<file path="src/verilog/dcf_defs.vh">
// shared constants of the clock fan-out control block
`ifndef DCF_DEFS_VH
`define DCF_DEFS_VH
`define DCF_NUM_OUT 10
`define DCF_BYTE0_RST 8'hFF
`define DCF_BYTE1_RST 8'hC0
`define DCF_BYTE1_USED_MASK 8'hC0
`define DCF_DEV_ADDR 8'hD2
`define DCF_LOW_FREQ_NS 50
`define DCF_CLK_NS 4
`define DCF_LOW_FREQ_CYC ((`DCF_LOW_FREQ_NS + `DCF_CLK_NS - 1) / `DCF_CLK_NS)
`define DCF_LOCK_EDGES 4
`define DCF_ST_IDLE 3'h0
`define DCF_ST_ADDR 3'h1
`define DCF_ST_CMD 3'h2
`define DCF_ST_CNT 3'h3
`define DCF_ST_DATA 3'h4
`define DCF_ST_SKIP 3'h5
`endif

</file>
<file path="src/verilog/dcf_sync.v">
// two-flop synchroniser for a single asynchronous level
`timescale 1ns/1ns
module dcf_sync #(
	parameter RST_VAL = 1'b0
) (
	input wire clk,
	input wire reset_n,
	input wire d,
	output wire q
);
	reg meta_q;
	reg sync_q;
	always @(posedge clk or negedge reset_n) begin
		if (!reset_n) begin
			meta_q <= RST_VAL;
			sync_q <= RST_VAL;
		end else begin
			meta_q <= d;
			sync_q <= meta_q;
		end
	end
	assign q = sync_q;
endmodule // dcf_sync

</file>
<file path="src/verilog/dcf_fanout_ctrl.v">
// serial enable register, mode select and glitch-free gating of a 1:10 clock fan-out
`timescale 1ns/1ns
`include "dcf_defs.vh"
// Functional notes
// - one reference pair feeds ten output pairs and one loop pair.
// - each output pair three-states on its own enable bit.
// - low enable bit three-states its pair; high keeps it driving unless supply is up and the reference is too slow.
// - loop output pair ignores the enable bytes; it three-states only when supply is up and the reference is too slow.
// - enable changes take effect only while the reference is low.
// - supply grounded: pll off, outputs follow the reference levels directly.
// - supply up: lock on loop input, outputs aligned to reference edges.
// - serial data is captured on the serial clock rising edge.
// - byte0 bits 7..0 are pairs 0..7, byte1 bits 7,6 pairs 8,9.
module dcf_fanout_ctrl #(
	parameter NUM_OUT = `DCF_NUM_OUT,
	parameter LOW_FREQ_CYC = `DCF_LOW_FREQ_CYC,
	parameter LOCK_EDGES = `DCF_LOCK_EDGES
) (
	input wire clk,
	input wire reset_n,
	input wire ref_in_true,
	input wire ref_in_comp,
	input wire loop_in_true,
	input wire loop_in_comp,
	input wire pll_supply,
	input wire ser_clk_pin,
	input wire ser_data_pin,
	output wire ser_data_out,
	output wire ser_data_oe,
	output wire [NUM_OUT-1:0] fanout_true,
	output wire [NUM_OUT-1:0] fanout_comp,
	output wire [NUM_OUT-1:0] fanout_oe,
	output wire loop_out_true,
	output wire loop_out_comp,
	output wire loop_out_oe,
	output wire pll_on,
	output wire pll_locked,
	output wire ref_too_slow,
	output wire [15:0] enable_reg
);
	wire ref_t_s;
	wire ref_c_s;
	wire loop_t_s;
	wire loop_c_s;
	wire sup_s;
	wire scl_s;
	wire sda_s;
	dcf_sync #(.RST_VAL(1'b0)) u_s_rt (.clk(clk), .reset_n(reset_n), .d(ref_in_true), .q(ref_t_s));
	dcf_sync #(.RST_VAL(1'b1)) u_s_rc (.clk(clk), .reset_n(reset_n), .d(ref_in_comp), .q(ref_c_s));
	dcf_sync #(.RST_VAL(1'b0)) u_s_lt (.clk(clk), .reset_n(reset_n), .d(loop_in_true), .q(loop_t_s));
	dcf_sync #(.RST_VAL(1'b1)) u_s_lc (.clk(clk), .reset_n(reset_n), .d(loop_in_comp), .q(loop_c_s));
	dcf_sync #(.RST_VAL(1'b0)) u_s_sp (.clk(clk), .reset_n(reset_n), .d(pll_supply), .q(sup_s));
	dcf_sync #(.RST_VAL(1'b1)) u_s_cl (.clk(clk), .reset_n(reset_n), .d(ser_clk_pin), .q(scl_s));
	dcf_sync #(.RST_VAL(1'b1)) u_s_da (.clk(clk), .reset_n(reset_n), .d(ser_data_pin), .q(sda_s));

	// edge detection on synchronised serial lines and reference
	reg scl_q;
	reg sda_q;
	reg ref_q;
	reg loop_q;
	always @(posedge clk or negedge reset_n) begin
		if (!reset_n) begin
			scl_q <= 1'b1;
			sda_q <= 1'b1;
			ref_q <= 1'b0;
			loop_q <= 1'b0;
		end else begin
			scl_q <= scl_s;
			sda_q <= sda_s;
			ref_q <= ref_t_s;
			loop_q <= loop_t_s;
		end
	end
	wire scl_rise = scl_s & ~scl_q;
	wire scl_fall = ~scl_s & scl_q;
	wire start_cond = scl_s & scl_q & sda_q & ~sda_s;
	wire stop_cond = scl_s & scl_q & ~sda_q & sda_s;
	wire ref_rise = ref_t_s & ~ref_q;
	wire loop_rise = loop_t_s & ~loop_q & ~loop_c_s;

	// serial write receiver
	reg [2:0] st_q;
	reg [2:0] st_d;
	reg [3:0] bit_q;
	reg [7:0] sh_q;
	reg ack_q;
	reg byte_idx_q;
	reg [7:0] byte0_q;
	reg [7:0] byte1_q;
	wire byte_done = scl_fall & (bit_q == 4'h8);
	wire [7:0] rx_byte = sh_q;
	always @* begin
		st_d = st_q;
		if (byte_done) begin
			case (st_q)
				`DCF_ST_ADDR: st_d = (rx_byte == `DCF_DEV_ADDR) ? `DCF_ST_CMD : `DCF_ST_SKIP;
				`DCF_ST_CMD: st_d = `DCF_ST_CNT;
				`DCF_ST_CNT: st_d = `DCF_ST_DATA;
				`DCF_ST_DATA: st_d = `DCF_ST_DATA;
				default: st_d = st_q;
			endcase
		end
	end
	always @(posedge clk or negedge reset_n) begin
		if (!reset_n) begin
			st_q <= `DCF_ST_IDLE;
			bit_q <= 4'h0;
			sh_q <= 8'h00;
			ack_q <= 1'b0;
			byte_idx_q <= 1'b0;
			byte0_q <= `DCF_BYTE0_RST;
			byte1_q <= `DCF_BYTE1_RST;
		end else if (start_cond) begin
			st_q <= `DCF_ST_ADDR;
			bit_q <= 4'h0;
			ack_q <= 1'b0;
			byte_idx_q <= 1'b0;
		end else if (stop_cond) begin
			st_q <= `DCF_ST_IDLE;
			ack_q <= 1'b0;
		end else begin
			st_q <= st_d;
			if (scl_rise && bit_q != 4'h8 && st_q != `DCF_ST_IDLE) begin
				sh_q <= {sh_q[6:0], sda_s};
				bit_q <= bit_q + 4'h1;
			end else if (scl_rise && bit_q == 4'h8) begin
				bit_q <= 4'h9;
			end
			if (byte_done) begin
				ack_q <= (st_d != `DCF_ST_SKIP);
				if (st_q == `DCF_ST_DATA) begin
					byte_idx_q <= 1'b1;
					if (!byte_idx_q)
						byte0_q <= rx_byte;
					else
						byte1_q <= rx_byte & `DCF_BYTE1_USED_MASK;
				end
			end
			if (scl_fall && bit_q == 4'h9) begin
				ack_q <= 1'b0;
				bit_q <= 4'h0;
			end
		end
	end
	assign ser_data_out = 1'b0;
	assign ser_data_oe = ack_q;
	assign enable_reg = {byte0_q, byte1_q};

	// pair i enabled by msb-first bit
	wire [15:0] en_bits = {byte0_q, byte1_q};
	reg [NUM_OUT-1:0] en_eff_q;
	genvar gi;
	generate
		for (gi = 0; gi < NUM_OUT; gi = gi + 1) begin : g_en
			always @(posedge clk or negedge reset_n) begin
				if (!reset_n)
					en_eff_q[gi] <= 1'b1;
				else if (!ref_t_s)
					en_eff_q[gi] <= en_bits[15-gi];
			end
		end
	endgenerate

	// reference frequency watchdog
	reg [15:0] hi_cnt_q;
	reg slow_q;
	always @(posedge clk or negedge reset_n) begin
		if (!reset_n) begin
			hi_cnt_q <= 16'h0000;
			slow_q <= 1'b1;
		end else if (ref_rise) begin
			hi_cnt_q <= 16'h0000;
			slow_q <= 1'b0;
		end else if (hi_cnt_q >= LOW_FREQ_CYC[15:0]) begin
			slow_q <= 1'b1;
		end else begin
			hi_cnt_q <= hi_cnt_q + 16'h0001;
		end
	end

	// lock tracking on loop input edges
	reg [3:0] lock_cnt_q;
	reg ref_seen_q;
	always @(posedge clk or negedge reset_n) begin
		if (!reset_n) begin
			lock_cnt_q <= 4'h0;
			ref_seen_q <= 1'b0;
		end else if (!sup_s || slow_q) begin
			lock_cnt_q <= 4'h0;
			ref_seen_q <= 1'b0;
		end else begin
			if (ref_rise)
				ref_seen_q <= 1'b1;
			if (loop_rise && ref_seen_q && lock_cnt_q < LOCK_EDGES[3:0])
				lock_cnt_q <= lock_cnt_q + 4'h1;
		end
	end
	assign pll_on = sup_s & ~slow_q;
	assign pll_locked = pll_on & (lock_cnt_q >= LOCK_EDGES[3:0]);
	assign ref_too_slow = slow_q & sup_s;

	// registered output levels
	reg clk_t_q;
	reg clk_c_q;
	always @(posedge clk or negedge reset_n) begin
		if (!reset_n) begin
			clk_t_q <= 1'b0;
			clk_c_q <= 1'b1;
		end else begin
			clk_t_q <= ref_t_s;
			clk_c_q <= sup_s ? ~ref_t_s : ref_c_s;
		end
	end
	wire kill = sup_s & slow_q;
	assign fanout_true = {NUM_OUT{clk_t_q}};
	assign fanout_comp = {NUM_OUT{clk_c_q}};
	assign fanout_oe = en_eff_q & {NUM_OUT{~kill}};
	assign loop_out_true = clk_t_q;
	assign loop_out_comp = clk_c_q;
	assign loop_out_oe = ~kill;
endmodule // dcf_fanout_ctrl

</file>
<file path="config.mk">
export PLATFORM = sky130hd
export DESIGN_NAME = dcf_fanout_ctrl
export DESIGN_NICKNAME = d
export VERILOG_FILES = /design/src/verilog/dcf_sync.v /design/src/verilog/dcf_fanout_ctrl.v
export VERILOG_INCLUDE_DIRS = /design/src /design/src/verilog
export SDC_FILE = /design/constraint.sdc
export NUM_CORES = 1
export LEC_CHECK = 0
export BUFFER_PORTS_ARGS = -buffer_cell sky130_fd_sc_hd__buf_2
export CORE_MARGIN = 1.5
export CORE_UTILIZATION = 45
export CTS_BUF_LIST = sky130_fd_sc_hd__clkbuf_16
export CTS_CLUSTER_DIAMETER = 80
export DETAILED_ROUTE_END_ITERATION = 10
export PLACE_DENSITY = 0.68
export SLEW_MARGIN = 15
export SYNTH_ARGS = -nofsm -noshare
export SYNTH_HDL_FRONTEND = slang
export SYNTH_HIERARCHICAL = 1
export SYNTH_SLANG_ARGS = --single-unit
</file>
<file path="constraint.sdc">
create_clock -name clk -period 3.85 [get_ports clk]
set_input_delay 0.385 -clock clk [delete_from_list [all_inputs] [get_ports clk]]
set_output_delay 0.385 -clock clk [all_outputs]
set_load 0.02 [all_outputs]
</file>
==> metrics.txt <==
Flop pwr share 0.462; CTS tree yes; Max-cap violations 0; # IOs 63; routed len/inst 13.1 um; WP data required 3.46 ns; post-synth design cell area 0.00342 mm2; most frequent cell after synthesis dfrtp_1; layout filler cell count 646; YS warnings 6; Int Power 1.61 mW; Final Critical Period 1.90 ns; peak supply drop 0.311 mV; hold slack 0.154 ns; vias in the first global route 1933; Post-CTS Resized 0; pre-CTS setup slack 2.07 ns; first-pass GRT wire length 9000 um; Clk pwr share 0.408; Synth Register Bits 78; # clock sinks 78; routed vias/inst 4.87; die width 90.2 um; Initial DRT Pass Iterations 4; area share of the largest cell type after synthesis 0.337; cts bufs inserted 9; grt ovf 0; final worst slack 1.95 ns; WL met2 2680 um; Cell variety after synth 48; gp weighted congestion 0.815; worst hold path class input pin to flop; period utilization 0.495; area of the multi-input gates 0.00118 mm2; worst slew margin relative to its limit 0.376; Post-Synthesis Cells 268; skew final 0.00578 ns; switching part of the total 0.265; Seq. cell area 0.00199 mm2; Post-DP HPWL 3710 um; H-tree depth 3; final setup violation count 0; DR vias 2007; crit path capture type primary output; placed cell count 396; DRT iter0 DRCs 104; Die Ht 90.2 um; fraction of registers with async set or reset after synthesis 1.00; Max Slew Vio Count 0; Post-synth EDFFs 0; Post-synth top flop dfrtp_1; ANT cells 0; final wirelength 5380 um; Clock transition at path regs 0.06 ns; pwr/cell area 555 mW/mm2; Die ar. 0.00813 mm2; static leakage 1.91 nW; Root Driver clkbuf_16; largest cells by area after synthesis dfrtp_1 (34%), dfstp_2 (25%), buf_4 (5.9%), mux2_1 (5.9%), and2_1 (3.8%); Post-CTS Setup Inserts 0; GRT Util Overall 0.140; worst-path maximum fanout 12; R2R setup slack 2.07 ns; initial core utilization 0.469; DRC Markers 0; sequential fraction of the synthesis area 0.582; Synth top cells by count dfrtp_1 (46), dfstp_2 (32), buf_4 (27); met1 wire length 2400 um; WL met3 236 um; Worst-Skew Late Latency 0.33 ns; Final Net Count 324; Max Freq 525 MHz; Worst-Margin Slew 0.936 ns; Hold Violations, Final 0; Setup Crit Path Kind flop to primary output; RSZ-0062 raised after global routing false; status finished, final reports clean; Switch Pwr 0.582 mW; # hold bufs at CTS 0; Final Total Pwr 2.19 mW; Highest Signal Layer met4; Std-Cell Rows 31; I/O Buffers 55; CORE AREA 0.00729 mm2; Routed Antenna Nets 0; Logic pwr share 0.130; fin cells 412; synthesized area per cell 12.8 um2; arrival time at the worst endpoint 1.52 ns; Synth area leader dfrtp_1; Worst setup SP type flop; area delta synth->final 15.4%; largest net degree at the start of global routing 79; Setup TNS Final 0 ns; share of layout cells above drive strength 1 0.390; CTS max path bufs 2; antenna violations before repair 0
==> cells in the final DEF (no fill, tap or decap), types with 3 or more instances in the layout <==
cell / netlist / final
and2_1: 21 / 21
nor2_1: 14 / 14
o21ai_0: 4 / 4
clkbuf_16: 0 / 9
nand2_1: 7 / 7
a21oi_1: 6 / 6
nor4_4: 3 / 3
nand4b_1: 4 / 4
mux2_1: 18 / 18
buf_2: 1 / 54
dfrtp_1: 46 / 46
ha_1: 7 / 7
nand4_1: 3 / 3
mux2_2: 10 / 10
nor2b_1: 4 / 4
dfstp_2: 32 / 32
nand2b_1: 4 / 4
inv_1: 13 / 13
conb_1: 1 / 7
nand3_1: 3 / 3
==> worst max-delay path: stages (launching register included) <==
cell	delay [ns]
dfstp_2	0.54
nand2_1	0.23
and2_1	0.27
buf_2	0.16
==> through the flow <==
stage | cell area (um2) | utilization
global placement | 3630 | 0.497
finish | 3950 | 0.542
floorplan | 3440 | -
global route | 3950 | 0.542
CTS | 3950 | 0.542
detailed placement | 3630 | 0.497
==> cell type report <==
type / instances / area share
multi-input cells: 150 / 0.298
flip-flops and latches: 78 / 0.504
well taps: 99 / 0.0314
repair buffers: 56 / 0.0722
inverters: 13 / 0.0124
clock buffers: 9 / 0.0570
clock inverters: 7 / 0.0247
==> routing by layer <==
metal,track usage,vias to the layer above
met5,0,-
met4,0.0423,0
met3,0.0533,7
met2,0.230,37
met1,0.171,1006
li1,-,957
==> power groups by stage <==
stage,logic [mW],clock network (mW),registers (mW)
global placement,0.278,0,1.02
detailed placement,0.287,0,1.03
finish,0.284,0.895,1.01
global route,0.325,0.951,1.03
CTS,0.289,0.919,1.01
floorplan,0.242,0,0.998
==> cells by family after synthesis <==
family	after synthesis	share of synthesized area
AOI/OAI and AO/OA	22	0.0479
xor gates and xnor gates	4	0.0102
adders and majority gates	7	0.0256
buffers and inverters	46	0.0805
DFF	78	0.582
muxes	30	0.0980
other	1	0.00110
and+or+nand+nor	80	0.154
==> sequential cells by signal, indices dropped and copies added (netlist names), 2 cells and up <==
| signal | count |
|---|---|
| lock_cnt_q | 4 |
| byte0_q | 8 |
| rx_byte | 8 |
| bit_q | 4 |
| hi_cnt_q | 16 |
| en_eff_q | 10 |
| st_q | 3 |
| byte1_q | 2 |
==> path summary, 6_finish.rpt <==
| path | from | cells after the start | end |
|---|---|---|---|
| worst max-delay path | slow_q$_DFFE_PN1P_ | 3 | fanout_oe[9] |
| worst min-delay path | ser_clk_pin | 1 | u_s_cl/meta_q$_DFF_PN1_ |
| worst max register to register | bit_q[0]$_DFFE_PN0P_ | 6 | byte0_q[6]$_DFFE_PN1P_ |
| worst min register to register | u_s_sp/meta_q$_DFF_PN0_ | 0 | u_s_sp/q$_DFF_PN0_ |
| max in group asynchronous | reset_n | 1 | ser_data_oe$_DFFE_PN0P_ |
| min in group asynchronous | reset_n | 1 | hi_cnt_q[7]$_DFFE_PN0P_ |
(Power assumes the default switching activity.)
